### src/input_serializer_cfg.svh
// constants for the octal input serializer: pin indices, frame layout, timing
// assumes a 25 MHz core clock; included by bare name
`ifndef INPUT_SERIALIZER_CFG_SVH
`define INPUT_SERIALIZER_CFG_SVH

// ----------------------------------------
// core clock
// ----------------------------------------
`define CLK_PERIOD_NS 40

// ----------------------------------------
// debounce times, tick is one third of each
// ----------------------------------------
`define DEB1_TIME_NS 25000
`define DEB2_TIME_NS 750000
`define DEB3_TIME_NS 3000000
`define TICK_DIV 3
`define DEB1_TICK_CYC (`DEB1_TIME_NS / (`TICK_DIV * `CLK_PERIOD_NS))
`define DEB2_TICK_CYC (`DEB2_TIME_NS / (`TICK_DIV * `CLK_PERIOD_NS))
`define DEB3_TICK_CYC (`DEB3_TIME_NS / (`TICK_DIV * `CLK_PERIOD_NS))
`define STABLE_TICKS 2'h3

// ----------------------------------------
// index of each pin in the synchroniser vector
// ----------------------------------------
`define PIN_CS 0
`define PIN_SCLK 1
`define PIN_CASC 2
`define PIN_BELOW_OFF 3
`define PIN_ABOVE_ON 4
`define PIN_TEMP 5
`define PIN_MODE8 6
`define PIN_DB_LO 7
`define PIN_DB_HI 8
`define PIN_W 9

// ----------------------------------------
// frame layout and crc
// ----------------------------------------
`define FRAME_W 16
`define STOP_BIT 1'h1
`define CRC_POLY 5'h15
`endif

### src/input_serializer_pkg.sv
// shared types of the octal input serializer
// assumes nothing beyond a SystemVerilog compiler
package input_serializer_pkg;

    // ----------------------------------------
    // link state
    // ----------------------------------------
    typedef enum logic {
        LINK_IDLE,
        LINK_FRAME
    } link_state_t;

endpackage

### src/input_serializer.sv
// top of the octal input serializer: pin sync, status, frame and shifter
// assumes the serial clock is far slower than the core clock (one eighth or less)
`timescale 1ns/1ns
`include "input_serializer_cfg.svh"

// What this block does
// - two select bits choose debounce time
// - filter tick is third of debounce time
// - change passes after three stable ticks
// - chip select fall captures inputs and status
// - each clock pulse shifts one bit out
// - long frame: eight inputs plus status byte
// - status: supply low, overtemp, crc, stop
// - supply low sets below off, clears above on
// - overtemp flag follows temperature alarm level
// - crc polynomial x5 plus x4 plus x2 plus 1
// - length select high eight, low sixteen
// - short mode sends inputs only
// - serial input never alters internal state
// - cascade input fills shift register tail
// - fault low on overtemp or supply low
// - supply fault releases only above on threshold
// - msb first, first bit on select fall
// - later bits change on clock falling edge
// - serial output released while select high
// - order: inputs, crc, supply, temp, stop
module input_serializer #(
    parameter int unsigned TICK1_CYC = `DEB1_TICK_CYC,
    parameter int unsigned TICK2_CYC = `DEB2_TICK_CYC,
    parameter int unsigned TICK3_CYC = `DEB3_TICK_CYC,
    parameter int BUF_DEPTH = 2
) (
    input wire logic core_clk_i,
    input wire logic sys_rst_i,
    input wire logic ce_i,
    input wire logic [7:0] field_inputs_i,
    input wire logic debounce_sel_lo_i,
    input wire logic debounce_sel_hi_i,
    input wire logic frame_length_select_i,
    input wire logic supply_below_off_i,
    input wire logic supply_above_on_i,
    input wire logic temp_alarm_i,
    input wire logic chip_sel_n_i,
    input wire logic serial_clk_i,
    input wire logic serial_cascade_in_i,
    output logic serial_out_o,
    output logic serial_out_oe_o,
    output logic fault_n_o,
    output logic supply_low_flag_o,
    output logic over_temp_flag_o
);
    // ----------------------------------------
    // state
    // ----------------------------------------
    typedef struct packed {
        logic [`PIN_W-1:0] s1;
        logic [`PIN_W-1:0] s2;
        logic [`PIN_W-1:0] s3;
        logic [`PIN_W-1:0] lvl;
        input_serializer_pkg::link_state_t state;
        logic [`FRAME_W-1:0] sr;
        logic casc_hold;
        logic [7:0] filt;
        logic supply_low;
        logic over_temp;
        logic ser_bit;
        logic oe;
        logic fault_n;
    } top_state_t;

    top_state_t r;
    top_state_t n;
    logic [`PIN_W-1:0] pins;
    logic [`PIN_W-1:0] lvl_nxt;
    logic cs_fall;
    logic cs_rise;
    logic sclk_rise;
    logic sclk_fall;
    logic mode8;
    logic [7:0] db_word;
    logic db_valid;
    logic db_ready;
    logic buf_valid;
    logic [7:0] buf_word;
    logic buf_ready;
    logic [`FRAME_W-1:0] frame;

    // ----------------------------------------
    // crc over the latched inputs
    // ----------------------------------------
    function automatic logic [4:0] crc5(input logic [7:0] d);
        logic [4:0] c;
        logic fb;
        c = '0;
        for (int i = 7; i >= 0; i--) begin
            fb = c[4] ^ d[i];
            c = {c[3:0], 1'b0};
            if (fb) begin
                c = c ^ `CRC_POLY;
            end
        end
        return c;
    endfunction

    // ----------------------------------------
    // pin synchroniser: a level counts once stages two and three agree
    // ----------------------------------------
    assign pins = {debounce_sel_hi_i, debounce_sel_lo_i, frame_length_select_i,
                   temp_alarm_i, supply_above_on_i, supply_below_off_i,
                   serial_cascade_in_i, serial_clk_i, chip_sel_n_i};
    assign lvl_nxt = (~(r.s2 ^ r.s3) & r.s3) | ((r.s2 ^ r.s3) & r.lvl);
    assign cs_fall = r.lvl[`PIN_CS] && !lvl_nxt[`PIN_CS];
    assign cs_rise = !r.lvl[`PIN_CS] && lvl_nxt[`PIN_CS];
    assign sclk_rise = !r.lvl[`PIN_SCLK] && lvl_nxt[`PIN_SCLK];
    assign sclk_fall = r.lvl[`PIN_SCLK] && !lvl_nxt[`PIN_SCLK];
    assign mode8 = r.lvl[`PIN_MODE8];

    // ----------------------------------------
    // filter and the buffer in front of the latch
    // ----------------------------------------
    debounce_filter #(
        .TICK1_CYC(TICK1_CYC),
        .TICK2_CYC(TICK2_CYC),
        .TICK3_CYC(TICK3_CYC)
    ) u_filter (
        .core_clk_i(core_clk_i),
        .sys_rst_i(sys_rst_i),
        .ce_i(ce_i),
        .field_inputs_i(field_inputs_i),
        .debounce_sel_i({r.lvl[`PIN_DB_HI], r.lvl[`PIN_DB_LO]}),
        .word_o(db_word),
        .valid_o(db_valid),
        .ready_i(db_ready)
    );

    word_buffer #(
        .W(8),
        .DEPTH(BUF_DEPTH)
    ) u_buffer (
        .core_clk_i(core_clk_i),
        .sys_rst_i(sys_rst_i),
        .ce_i(ce_i),
        .in_valid_i(db_valid),
        .in_data_i(db_word),
        .in_ready_o(db_ready),
        .out_valid_o(buf_valid),
        .out_data_o(buf_word),
        .out_ready_i(buf_ready)
    );

    // the latch view only moves while no frame runs, so a frame always
    // reports the state seen at its select fall; the buffer absorbs the wait
    assign buf_ready = r.lvl[`PIN_CS];

    // ----------------------------------------
    // frame image at select fall
    // ----------------------------------------
    always_comb begin
        if (mode8) begin
            frame = {r.filt, 8'h00};
        end else begin
            frame = {r.filt, crc5(r.filt), r.supply_low, r.over_temp, `STOP_BIT};
        end
    end

    // ----------------------------------------
    // next state
    // ----------------------------------------
    always_comb begin
        n = r;
        n.s1 = pins;
        n.s2 = r.s1;
        n.s3 = r.s2;
        n.lvl = lvl_nxt;
        if (buf_valid && buf_ready) begin
            n.filt = buf_word;
        end
        // supply alarm holds until the monitor reports recovery
        if (r.lvl[`PIN_BELOW_OFF]) begin
            n.supply_low = 1'b1;
        end else if (r.lvl[`PIN_ABOVE_ON]) begin
            n.supply_low = 1'b0;
        end
        n.over_temp = r.lvl[`PIN_TEMP];
        n.fault_n = !(n.supply_low || n.over_temp);
        case (r.state)
            input_serializer_pkg::LINK_IDLE: begin
                n.oe = 1'b0;
                n.ser_bit = 1'b0;
                if (cs_fall) begin
                    n.state = input_serializer_pkg::LINK_FRAME;
                    n.sr = frame;
                    n.ser_bit = frame[`FRAME_W-1];
                    n.oe = 1'b1;
                end
            end
            input_serializer_pkg::LINK_FRAME: begin
                if (cs_rise) begin
                    n.state = input_serializer_pkg::LINK_IDLE;
                    n.oe = 1'b0;
                    n.ser_bit = 1'b0;
                end else begin
                    // cascade bit is taken where the master samples; it only feeds the tail
                    if (sclk_rise) begin
                        n.casc_hold = r.lvl[`PIN_CASC];
                    end
                    if (sclk_fall) begin
                        n.sr = {r.sr[`FRAME_W-2:0], r.casc_hold};
                        if (mode8) begin
                            n.sr[8] = r.casc_hold;
                        end
                        n.ser_bit = r.sr[`FRAME_W-2];
                    end
                end
            end
            default: begin
                n.state = input_serializer_pkg::LINK_IDLE;
                n.oe = 1'b0;
            end
        endcase
    end

    // ----------------------------------------
    // registers and outputs
    // ----------------------------------------
    always_ff @(posedge core_clk_i) begin
        if (sys_rst_i) begin
            r <= '0;
            r.fault_n <= 1'b1;
        end else if (ce_i) begin
            r <= n;
        end
    end

    assign serial_out_o = r.ser_bit;
    assign serial_out_oe_o = r.oe;
    assign fault_n_o = r.fault_n;
    assign supply_low_flag_o = r.supply_low;
    assign over_temp_flag_o = r.over_temp;

    // ----------------------------------------
    // checks
    // ----------------------------------------
    AST_FIRST_BIT_ON_FALL: assert property (@(posedge core_clk_i) disable iff (sys_rst_i)
        (ce_i && cs_fall && r.state == input_serializer_pkg::LINK_IDLE)
            |=> (serial_out_oe_o && serial_out_o == $past(r.filt[7])))
        else $error("first bit not presented at select fall");

    AST_RELEASED_WHEN_IDLE: assert property (@(posedge core_clk_i) disable iff (sys_rst_i)
        r.lvl[`PIN_CS] |-> !serial_out_oe_o)
        else $error("serial output driven while select high");

    AST_SHIFT_ON_FALL: assert property (@(posedge core_clk_i) disable iff (sys_rst_i)
        (ce_i && sclk_fall && !cs_rise && r.state == input_serializer_pkg::LINK_FRAME)
            |=> (serial_out_o == $past(r.sr[`FRAME_W-2])))
        else $error("next bit not shifted on clock fall");

    AST_FAULT_TRACKS_FLAGS: assert property (@(posedge core_clk_i) disable iff (sys_rst_i)
        fault_n_o == !(supply_low_flag_o || over_temp_flag_o))
        else $error("fault output disagrees with flags");

    AST_SUPPLY_HOLDS: assert property (@(posedge core_clk_i) disable iff (sys_rst_i)
        (ce_i && supply_low_flag_o && !r.lvl[`PIN_ABOVE_ON]) |=> supply_low_flag_o)
        else $error("supply flag cleared without recovery");

    AST_TEMP_FOLLOWS: assert property (@(posedge core_clk_i) disable iff (sys_rst_i)
        ce_i |=> (over_temp_flag_o == $past(r.lvl[`PIN_TEMP])))
        else $error("overtemp flag does not follow the alarm");

    AST_LONG_FRAME_TAIL: assert property (@(posedge core_clk_i) disable iff (sys_rst_i)
        (ce_i && cs_fall && !mode8 && r.state == input_serializer_pkg::LINK_IDLE)
            |=> (r.sr[0] == `STOP_BIT && r.sr[7:3] == crc5(r.sr[15:8])))
        else $error("long frame tail wrong");

    AST_SHORT_FRAME_EMPTY: assert property (@(posedge core_clk_i) disable iff (sys_rst_i)
        (ce_i && cs_fall && mode8 && r.state == input_serializer_pkg::LINK_IDLE)
            |=> (r.sr[7:0] == 8'h00))
        else $error("short frame carries status");

    AST_LATCH_FROZEN_IN_FRAME: assert property (@(posedge core_clk_i) disable iff (sys_rst_i)
        (r.state == input_serializer_pkg::LINK_FRAME && !r.lvl[`PIN_CS]) |=> $stable(r.filt))
        else $error("latched inputs changed during a frame");

    AST_FRAME_HEAD: assert property (@(posedge core_clk_i) disable iff (sys_rst_i)
        (ce_i && cs_fall && r.state == input_serializer_pkg::LINK_IDLE)
            |=> (r.sr[15:8] == $past(r.filt)))
        else $error("frame head differs from latched inputs");

    AST_SUPPLY_SETS: assert property (@(posedge core_clk_i) disable iff (sys_rst_i)
        (ce_i && r.lvl[`PIN_BELOW_OFF]) |=> supply_low_flag_o)
        else $error("supply flag not set below the off threshold");

    AST_SUPPLY_CLEARS: assert property (@(posedge core_clk_i) disable iff (sys_rst_i)
        (ce_i && !r.lvl[`PIN_BELOW_OFF] && r.lvl[`PIN_ABOVE_ON])
            |=> !supply_low_flag_o)
        else $error("supply flag not cleared on recovery");

    AST_SHORT_CASCADE_ENTRY: assert property (@(posedge core_clk_i) disable iff (sys_rst_i)
        (ce_i && sclk_fall && mode8 && !cs_rise && r.state == input_serializer_pkg::LINK_FRAME)
            |=> (r.sr[8] == $past(r.casc_hold)))
        else $error("cascade bit not placed behind the short frame");

endmodule

### src/word_buffer.sv
// two-entry buffer with valid and ready on both sides
// assumes both sides run on the core clock
`timescale 1ns/1ns
module word_buffer #(
    parameter int W = 8,
    parameter int DEPTH = 2
) (
    input wire logic core_clk_i,
    input wire logic sys_rst_i,
    input wire logic ce_i,
    input wire logic in_valid_i,
    input wire logic [W-1:0] in_data_i,
    output logic in_ready_o,
    output logic out_valid_o,
    output logic [W-1:0] out_data_o,
    input wire logic out_ready_i
);
    localparam int PW = (DEPTH > 1) ? $clog2(DEPTH) : 1;
    localparam int CW = $clog2(DEPTH + 1);
    localparam logic [PW-1:0] LAST = PW'(DEPTH - 1);
    localparam logic [CW-1:0] FULL = CW'(DEPTH);

    typedef struct packed {
        logic [DEPTH-1:0][W-1:0] mem;
        logic [PW-1:0] wp;
        logic [PW-1:0] rp;
        logic [CW-1:0] count;
    } buf_state_t;

    buf_state_t r;
    buf_state_t n;
    logic push;
    logic pop;

    // honest flags straight from the count
    assign in_ready_o = (r.count != FULL);
    assign out_valid_o = (r.count != '0);
    assign out_data_o = r.mem[r.rp];
    assign push = in_valid_i && in_ready_o;
    assign pop = out_valid_o && out_ready_i;

    // pointers wrap explicitly so depth need not be a power of two
    always_comb begin
        n = r;
        if (push) begin
            n.mem[r.wp] = in_data_i;
            n.wp = (r.wp == LAST) ? '0 : r.wp + 1'b1;
        end
        if (pop) begin
            n.rp = (r.rp == LAST) ? '0 : r.rp + 1'b1;
        end
        if (push && !pop) begin
            n.count = r.count + 1'b1;
        end else if (pop && !push) begin
            n.count = r.count - 1'b1;
        end
    end

    always_ff @(posedge core_clk_i) begin
        if (sys_rst_i) begin
            r <= '0;
        end else if (ce_i) begin
            r <= n;
        end
    end

endmodule

### src/debounce_filter.sv
// eight-channel debounce filter with selectable tick
// assumes field inputs are asynchronous and select bits already synchronised
`timescale 1ns/1ns
`include "input_serializer_cfg.svh"
module debounce_filter #(
    parameter int unsigned TICK1_CYC = `DEB1_TICK_CYC,
    parameter int unsigned TICK2_CYC = `DEB2_TICK_CYC,
    parameter int unsigned TICK3_CYC = `DEB3_TICK_CYC
) (
    input wire logic core_clk_i,
    input wire logic sys_rst_i,
    input wire logic ce_i,
    input wire logic [7:0] field_inputs_i,
    input wire logic [1:0] debounce_sel_i,
    output logic [7:0] word_o,
    output logic valid_o,
    input wire logic ready_i
);
    typedef struct packed {
        logic [7:0] s1;
        logic [7:0] s2;
        logic [7:0] s3;
        logic [7:0] samp;
        logic [14:0] tick_cnt;
        logic [7:0] cand;
        logic [7:0][1:0] cnt;
        logic [7:0] state;
        logic pend;
    } filt_state_t;

    filt_state_t r;
    filt_state_t n;
    logic [14:0] limit;
    logic tick;

    assign word_o = r.state;
    assign valid_o = r.pend;

    // tick period is one third of the selected debounce time
    always_comb begin
        case (debounce_sel_i)
            2'h1: limit = 15'(TICK1_CYC - 1);
            2'h2: limit = 15'(TICK2_CYC - 1);
            2'h3: limit = 15'(TICK3_CYC - 1);
            default: limit = '0;
        endcase
    end
    assign tick = (r.tick_cnt >= limit);

    // a channel commits only while no earlier word waits to enter the buffer,
    // so a stalled reader delays a change rather than dropping it
    always_comb begin
        n = r;
        n.s1 = field_inputs_i;
        n.s2 = r.s1;
        n.s3 = r.s2;
        n.samp = (~(r.s2 ^ r.s3) & r.s3) | ((r.s2 ^ r.s3) & r.samp);
        n.tick_cnt = tick ? '0 : r.tick_cnt + 1'b1;
        if (r.pend && ready_i) begin
            n.pend = 1'b0;
        end
        for (int i = 0; i < 8; i++) begin
            if (debounce_sel_i == 2'h0) begin
                n.cnt[i] = '0;
                if (r.samp[i] != r.state[i] && !r.pend) begin
                    n.state[i] = r.samp[i];
                    n.pend = 1'b1;
                end
            end else if (r.samp[i] == r.state[i]) begin
                n.cnt[i] = '0;
                n.cand[i] = r.state[i];
            end else if (r.cnt[i] == `STABLE_TICKS && !r.pend) begin
                n.state[i] = r.cand[i];
                n.cnt[i] = '0;
                n.pend = 1'b1;
            end else if (tick) begin
                if (r.cand[i] != r.samp[i] || r.cnt[i] == 2'h0) begin
                    n.cand[i] = r.samp[i];
                    n.cnt[i] = 2'h1;
                end else if (r.cnt[i] != `STABLE_TICKS) begin
                    n.cnt[i] = r.cnt[i] + 1'b1;
                end
            end
        end
    end

    always_ff @(posedge core_clk_i) begin
        if (sys_rst_i) begin
            r <= '0;
        end else if (ce_i) begin
            r <= n;
        end
    end

    // filtered channel 0 never changes before three ticks of stability
    AST_COMMIT_NEEDS_THREE: assert property (@(posedge core_clk_i) disable iff (sys_rst_i)
        (ce_i && debounce_sel_i != 2'h0 && r.state != n.state)
            |-> (r.cnt[0] == `STABLE_TICKS || r.state[0] == n.state[0]))
        else $error("channel 0 committed before three stable ticks");

endmodule

### config.mk
export PLATFORM = sky130hd
export DESIGN_NAME = input_serializer
export DESIGN_NICKNAME = d
export VERILOG_FILES = /design/src/input_serializer_pkg.sv /design/src/input_serializer.sv /design/src/word_buffer.sv /design/src/debounce_filter.sv
export VERILOG_INCLUDE_DIRS = /design/src
export SDC_FILE = /design/constraint.sdc
export NUM_CORES = 1
export LEC_CHECK = 0
export ABC_AREA = 1
export BUFFER_PORTS_ARGS = -buffer_cell sky130_fd_sc_hd__buf_4
export CAP_MARGIN = 20
export CORE_UTILIZATION = 65
export CTS_BUF_LIST = sky130_fd_sc_hd__clkbuf_8
export DETAILED_ROUTE_END_ITERATION = 8
export HOLD_SLACK_MARGIN = 0.06
export PLACE_DENSITY = 0.83
export RECOVER_POWER = 100
export SYNTH_ARGS = -nofsm -noshare
export SYNTH_HDL_FRONTEND = slang
export SYNTH_SLANG_ARGS = --single-unit
### constraint.sdc
create_clock -name core_clk_i -period 3.3 [get_ports core_clk_i]
set_clock_uncertainty 0.15 [all_clocks]
set_input_delay 0.495 -clock core_clk_i [delete_from_list [all_inputs] [get_ports core_clk_i]]
set_output_delay 0.495 -clock core_clk_i [all_outputs]
set_load 0.03 [all_outputs]
-- Word level (Yosys, flattened, before mapping)
Cells that the tools add are included.
- register bits after elaboration: 166
- bits in latches: 0
- bits in writable memories: 0
- bits in read-only memories: 0
- memories kept: 0
- add/subtract/negate cells: 13
- multiply operators: 0
- div/mod/pow operators: 0
- $lt $le $gt $ge: 4
- equal/unequal tests: 73
- shifts and indexed selects: 0
- muxes and demuxes: 182
- bitwise operators: 27
- reductions and logical operators: 124
- operator list (kind ; number):
    2-bit two-way mux ; 55
    1-bit two-way mux ; 99
    5-bit two-way mux ; 15
    2-bit nonzero test ; 26
    15-bit one-hot mux with 3 select lines ; 1
    4-bit AND reduction ; 10
    5-bit AND reduction ; 8
    5-bit nonzero test ; 8
    2-bit != test, second input constant ; 19
    2-bit by 1-bit != test with 1-bit output, second input constant ; 18
    17-bit two-way mux ; 2
    17-bit one-hot mux with 2 select lines ; 1
    8-bit two-way mux ; 4
    4-bit nonzero test ; 8
    1-bit logical AND ; 25
    3-bit AND reduction ; 8
    3-bit NOT ; 7
    2-bit equality test, second input constant ; 10
    2-bit by 1-bit adder with 2-bit output, second input constant ; 9
    9-bit AND ; 2
    2-bit logical NOT ; 9
    8-bit AND ; 2
    16-bit bitwise mux ; 1
    16-bit two-way mux ; 1
    24 further kinds ; 75

-- Logic depth before layout (Yosys ltp)
Gate-level depths: netlist (run 1).
- depth in word-level cells: 27
- mapped depth: 17

-- Hierarchy
A second synthesis (run 1) with hierarchy kept.
- cell total of the unflattened synthesis: 1248
- area total of the unflattened synthesis: 8794.7 sq um
- modules (own cells, without submodules) (module ; instances ; cells an instance ; area an instance (sq um) ; sequential area each (sq um)):
    debounce_filter ; 1 ; 719 ; 4912.2 ; 1601.5
    input_serializer ; 1 ; 376 ; 2879.0 ; 1321.3
    word_buffer ; 1 ; 153 ; 1003.5 ; 400.4

-- Worst setup path after synthesis (run 1)
No wires, ideal clock.
- kind: reg-to-reg
- from: register (tool-made name)
- to: register u_filter.r[35] in the netlist's numbering
- setup time: 64 ps
- arrival: 2129 ps
- required time: 3086 ps
- setup slack: 957 ps
- stages on the path, launching flop included: 16
- period minus slack after synthesis: 2343 ps
- cell sequence: dfxtp_1 inv_1 ha_1 inv_1 ha_1 nand2_1 nor2_1 a211oi_1 nand2_1 nand2_1 nand3_2 buf_6 nand2_2 nand2_1 buf_2 nor2_1
- RTL lines (item ; line ; source):
    end signal: assignment ; debounce_filter.sv:91 ; r <= n;
    end: declaration ; debounce_filter.sv:31 ; filt_state_t r;

==> impl_results.md, run 1 <==
- Outcome: finished, violations left
- Violations in the final reports: capacitance limit, slew limit
- Mean Syn Cell Area: 7.29 um^2
- Core box area: 12200 um^2
- Instance count of the mapped netlist: 1136
- Clock Sink Count: 166
- Setup Slack @ Placement: 0.410 ns
- TritonCTS clock tree: yes
- Post-synthesis async set-or-reset flop share: 0%
- Achievable Freq: 0.346 GHz
- Share of cells above drive strength 1: 6.85%
- Internal power: 3120 uW
- Fraction of power spent switching nets: 23.5%
- Post-CTS clock slew at the launch and capture registers of the worst setup and hold paths: 0.08 ns
- Critical Path Sink Type: register
- DRC violations left: 0
- Top cell type's share of synthesized area: 40.1%
- Summed negative setup slack over all endpoints: 0 ns
- Leakage Power: 0.00378 uW
- Critical Path RT: 3.44 ns
- Width of the chip: 115 um
- Class of the worst hold path: in -> reg
- Final std cells w/o fill: 1322
- Number of global-route vias before repair: 6549
- Top-level I/O count: 25
- Relative slew slack: -83.3%
- Grt met1 use: 35.4%
- Setup Buffers After CTS: 0
- Number of vias per cell after detailed routing: 5.48
- Max-capacitance violation count: 2
- Count leader, synth: sky130_fd_sc_hd__nand2_1
- Kind of start point of the critical path: input port
- Residual antenna-violating net count after detailed routing: 0
- Net Switching: 956 uW
- Cell type contributing the most total cell area after synthesis: sky130_fd_sc_hd__dfxtp_1
- Area of the mapped netlist: 8280 um^2
- Top_reg_cell synth: sky130_fd_sc_hd__dfxtp_1
- Site row count: 40
- Worst Tran Pin Value: 2.75 ns
- CP Max Fanout: 71
- Clock Tree Buf Depth: 2
- Slew Viols, Final: 103
- CTS Hold Buffers Added: 0
- Clock H-tree levels: 4
- Sequential area share after synthesis: 40.1%
- GR Util met2: 47.0%
- Placer congestion estimate: 0.849
- Worst IR drop on VDD: 0.000480 V
- Met3 track demand over resource in global routing: 6.06%
- Sequential Power Share: 51.5%
- Global-route layer with the greatest usage: met2
- EDFF count, synth: 0
- Vias post-DR: 7238
- Clock Power Share: 41.9%
- Final setup violation count: 0
- Cell types with the highest counts after synthesis: sky130_fd_sc_hd__nand2_1, sky130_fd_sc_hd__dfxtp_1, sky130_fd_sc_hd__nor2_1
- Fraction of power consumed by combinational cells: 6.6%
- Placed Cells: 1289
- Growth of design area from synthesis to finish: 8.19%
- GRT Util Overall: 27.7%
- Number of nets in the finished design: 1212
- Die Y: 115 um
- Number of violations reported at the end of detailed-routing iteration 0: 519
- Total global routing overflow: 0
- Crit path time final: 2.89 ns
- Count of input and output buffers: 24
- Post-synth net total: 1207
- Largest net degree at the start of global routing: 72
- Inserted Clock Buffers: 17
- First-pass GRT wire length: 29.4 mm
- Finished Core Util: 73.4%
- Power per standard cell area: 455 nW/um^2
- Final hold violation count: 0
- Number of optimization iterations in the first detailed-route pass: 5
- Total inserted antenna cells: 0
- Starting Density: 67.8%
- Arrival time reported for the critical path endpoint: 3.03 ns
- Worst-case setup margin in the final layout: 0.408 ns
- HPWL after DPL: 12.0 mm
- Warnings from Yosys: 0
- Routed length per placed instance: 13.1 um
- Worst Hold Slack: 0.107 ns
- Initial antenna violation count: 0
- Final Routed Wirelength: 17.3 mm
- Library cells used by synthesis: 45
- Crit share post-route: 87.6%
- Unrepaired setup endpoints after global routing: no
- Synth Register Bits: 166
- Largest cells by area after synthesis: sky130_fd_sc_hd__dfxtp_1, sky130_fd_sc_hd__nand2_1, sky130_fd_sc_hd__ha_1
- Clk root buf: sky130_fd_sc_hd__clkbuf_8
- Critical path type: in -> reg
- Die footprint: 13200 um^2
- Resized cells post-CTS: 0
- Worst-Skew Late Latency: 0.46 ns
-- power by group through the flow --
stage	logic, uW	clock network [uW]	registers (uW)
detailed placement	270	0	2140
floorplan	191	0	2140
global placement	263	0	2140
global route	303	1810	2100
CTS	272	1720	2100
finish	268	1710	2100
-- layout by cell type, fill, tap and decap left out, drive strengths merged --
cell,n
xnor3,1
a211oi,30
inv,132
nand2,190
xor2,11
o221ai,2
bufinv,6
nor3,16
nor2,165
nand4,10
and3,3
clkbuf,31
o211ai,8
o21bai,4
a22o,1
buf,22
nand3b,9
nor4,2
clkinvlp,2
xnor2,5
nand3,37
a31oi,7
o21ai,110
dfxtp,166
ha,51
a21o,2
a21oi,116
a221oi,2
or2,3
o31ai,2
a22oi,2
clkinv,5
nor3b,1
-- per-layer routing --
layer  part of all wire [%]  vias up
met5                      0        -
met4                    1.4        0
met3                    3.7       24
met2                     47      133
met1                     48     3328
li1                       -     3753
-- area by class of cell --
type | instances | area (um^2)
clock inverter | 15 | 235
clock buffer | 17 | 234
inverter | 130 | 488
sequential | 166 | 3320
multi-input combinational | 790 | 4240
timing repair buffer | 36 | 224
fill | 1047 | 3250
tap | 168 | 210
-- cells by family after synthesis --
group | Yosys count | synth area share [%]
buffers and inverters | 180 | 8.61
flip-flops | 166 | 40.1
XOR/XNOR | 17 | 2.06
AO/OA/AOI/OAI | 286 | 19.2
AND/OR/NAND/NOR | 436 | 22.3
adder cells (fa/ha/maj) | 51 | 7.71
-- worst max-delay path: stages --
cell and delay [ns]:
sky130_fd_sc_hd__clkbuf_1 0.52, sky130_fd_sc_hd__inv_1 0.54, sky130_fd_sc_hd__clkbuf_2 0.80, sky130_fd_sc_hd__o31ai_1 0.58, sky130_fd_sc_hd__a21oi_1 0.07
-- flip-flops by register name (all words and copies together), names as in the netlist, named ones only --
| register | cells |
|---|---|
| u_filter.valid_o | 1 |
| n | 18 |
| r | 35 |
| supply_low_flag_o | 1 |
| u_buffer.r | 20 |
| u_filter.n | 16 |
| over_temp_flag_o | 1 |
| fault_n_o | 1 |
| u_filter.r | 47 |
| serial_out_oe_o | 1 |
| buf_ready | 1 |
| u_filter.word_o | 8 |
| serial_out_o | 1 |
-- metrics by stage --
step	cell area (um^2)	total power [uW]
after floorplan	8280	2330
after global placement	8530	2410
after detailed placement	8530	2410
after CTS	9000	4090
after global routing	8960	4220
final	8960	4070
-- path summary, 6_finish.rpt --
| check | depth (start not counted) | slack (ns) | to | startpoint |
|---|---|---|---|---|
| setup / recovery | 5 | 0.41 | r[30] | ce_i |
| hold / removal | 3 | 0.11 | u_filter.n[68] | field_inputs_i[4] |
| setup reg to reg | 13 | 0.41 | u_filter.r[37] | register |
| hold reg to reg | 2 | 0.31 | u_buffer.r[5] | u_buffer.r[5] |
Note: power is estimated with default switching activity, not from simulation.
==> run 2: changes to the inputs <==
MAX_ROUTING_LAYER = met4   (was default)
==> impl_results.md, run 2 (same netlist as run 1, synthesis figures left out) <==
- Sequential Power Share: 51.5% (about the same)
- Achievable Freq: 0.345 GHz (was 0.346 GHz)
- Inserted Clock Buffers: 17 (unchanged)
- Final std cells w/o fill: 1322 (unchanged)
- Power per standard cell area: 455 nW/um^2 (about the same)
- Resized cells post-CTS: 0 (unchanged)
- Placed Cells: 1289 (unchanged)
- Post-CTS clock slew at the launch and capture registers of the worst setup and hold paths: 0.09 ns (was 0.08 ns)
- DRC violations left: 0 (unchanged)
- Growth of design area from synthesis to finish: 8.19% (unchanged)
- Worst Tran Pin Value: 2.77 ns (was 2.75 ns)
- Placer congestion estimate: 0.862 (was 0.849)
- Worst IR drop on VDD: 0.000477 V (was 0.000480 V)
- Most flop-heavy register: u_filter.r (unchanged)
- Critical Path Sink Type: register (unchanged)
- Die Y: 115 um (unchanged)
- Worst-Skew Late Latency: 0.46 ns (about the same)
- Most frequent standard cell in the layout excluding fill and tap cells: sky130_fd_sc_hd__nand2_1 (unchanged)
- Number of optimization iterations in the first detailed-route pass: 5 (unchanged)
- Layout filler cell count: 1047 (unchanged)
- Max-capacitance violation count: 2 (unchanged)
- Slew Viols, Final: 103 (unchanged)
- HPWL after DPL: 12.0 mm (unchanged)
- Initial antenna violation count: 0 (unchanged)
- First-pass GRT wire length: 29.5 mm (was 29.4 mm)
- Fraction of power consumed by combinational cells: 6.6% (about the same)
- Leakage Power: 0.00378 uW (unchanged)
- Clock Power Share: 41.9% (about the same)
- Critical path type: reg -> reg (was in -> reg)
- Vias post-DR: 7230 (was 7238)
- Core box area: 12200 um^2 (unchanged)
- Internal power: 3120 uW (about the same)
- Die footprint: 13200 um^2 (unchanged)
- Unrepaired setup endpoints after global routing: no (unchanged)
- Multi-input gate area: 4240 um^2 (unchanged)
- Largest net degree at the start of global routing: 72 (unchanged)
- Total inserted antenna cells: 0 (unchanged)
- CP Max Fanout: 14 (was 71)
- Setup Buffers After CTS: 0 (unchanged)
- Overall Power: 4070 uW (about the same)
- CTS Hold Buffers Added: 0 (unchanged)
- Class of the worst hold path: in -> reg (unchanged)
- Violations in the final reports: capacitance limit, slew limit (unchanged)
- Clk root buf: sky130_fd_sc_hd__clkbuf_8 (unchanged)
- Summed negative setup slack over all endpoints: 0 ns (unchanged)
- GRT Util Overall: 28.7% (was 27.7%)
- Top-level I/O count: 25 (unchanged)
- Total global routing overflow: 0 (unchanged)
- TritonCTS clock tree: yes (unchanged)
- Residual antenna-violating net count after detailed routing: 0 (unchanged)
- Number of violations reported at the end of detailed-routing iteration 0: 496 (was 519)
- Critical Path RT: 3.53 ns (was 3.44 ns)
- Crit path time final: 2.90 ns (was 2.89 ns)
- Leading cell types in the layout, fill and taps excluded: sky130_fd_sc_hd__nand2_1, sky130_fd_sc_hd__dfxtp_1, sky130_fd_sc_hd__nor2_1 (unchanged)
- Flip-flop and latch area: 3320 um^2 (unchanged)
- Flip-flop count of the largest register after layout: 47 (unchanged)
- Number of vias per cell after detailed routing: 5.47 (was 5.48)
- Site row count: 40 (unchanged)
- Crit share post-route: 88.0% (was 87.6%)
- Number of global-route vias before repair: 6540 (was 6549)
- Kind of start point of the critical path: register (was input port)
- Clock H-tree levels: 4 (unchanged)
- Starting Density: 67.8% (unchanged)
- Share of cells above drive strength 1: 6.85% (unchanged)
- Width of the chip: 115 um (unchanged)
- Outcome: finished, violations left (unchanged)
- Regs by FF count: u_filter.r: 47 flops, r: 35 flops, u_buffer.r: 20 flops (unchanged)
- Count of input and output buffers: 24 (unchanged)
- Relative slew slack: -84.7% (was -83.3%)
- Final setup violation count: 0 (unchanged)
- Net Switching: 956 uW (about the same)
- Clock Tree Buf Depth: 2 (unchanged)
- Arrival time reported for the critical path endpoint: 3.13 ns (was 3.03 ns)
- Fraction of power spent switching nets: 23.5% (about the same)
- Clock Sink Count: 166 (unchanged)
- Number of nets in the finished design: 1212 (unchanged)
- Worst Hold Slack: 0.107 ns (about the same)
- Routed length per placed instance: 13.1 um (about the same)
- Final hold violation count: 0 (unchanged)
- Final Routed Wirelength: 17.3 mm (about the same)
[run 2: stage by stage]
| step | util, % | setup WS, ns | instance area, um^2 |
|---|---|---|---|
| after floorplan | - | 0.957 | 8280 |
| after global placement | 69.8 | 0.511 | 8530 |
| after detailed placement | 69.8 | 0.410 | 8530 |
| after CTS | 73.7 | 0.386 | 9000 |
| after global routing | 73.4 | 0.0979 | 8960 |
| final | 73.4 | 0.398 | 8960 |
[run 2: critical path: stages, from the launching register on]
cell                       delay [ns]
sky130_fd_sc_hd__dfxtp_1         0.41
sky130_fd_sc_hd__inv_1           0.13
sky130_fd_sc_hd__ha_1            0.30
sky130_fd_sc_hd__inv_1           0.06
sky130_fd_sc_hd__ha_1            0.32
sky130_fd_sc_hd__nand2_1         0.09
sky130_fd_sc_hd__nor2_1          0.05
sky130_fd_sc_hd__a211oi_1        0.17
sky130_fd_sc_hd__nand2_1         0.08
sky130_fd_sc_hd__nand2_1         0.07
sky130_fd_sc_hd__nand3_2         0.30
sky130_fd_sc_hd__nand2_2         0.16
sky130_fd_sc_hd__nand2_1         0.25
sky130_fd_sc_hd__nor3b_1         0.28
[run 2: per-layer routing]
layer / global-route usage, % / up-vias / part of all wire [%]
li1: - / 3751 / -
met1: 35.6 / 3327 / 48
met2: 47.0 / 131 / 47
met3: 6.22 / 21 / 3.9
met4: 8.14 / 0 / 1.4
met5: - / - / 0
[run 2: power by group through the flow]
stage / Clock [uW] / Combinational, uW / Sequential [uW]
6_report: 1710 / 267 / 2100
5_1_grt: 1820 / 303 / 2110
4_1_cts: 1720 / 272 / 2100
3_5_place_dp: 0 / 270 / 2140
3_3_place_gp: 0 / 263 / 2140
2_1_floorplan: 0 / 191 / 2140
[run 2: area by class of cell]
type	instances	area share (%)
Clock buffer	17	2.61
Tap cell	168	2.35
Timing Repair Buffer	36	2.50
Clock inverter	15	2.63
Multi-Input combinational cell	790	47.4
Sequential cell	166	37.1
Inverter	130	5.45
[run 2: path summary, 6_finish.rpt]
kind	startpoint	to	cells after the start	slack (ns)
setup / recovery	register	u_filter.r[37]	13	0.40
hold reg to reg	u_buffer.r[5]	u_buffer.r[5]	2	0.31
setup reg to reg	register	u_filter.r[37]	13	0.40
hold / removal	field_inputs_i[4]	u_filter.n[68]	3	0.11
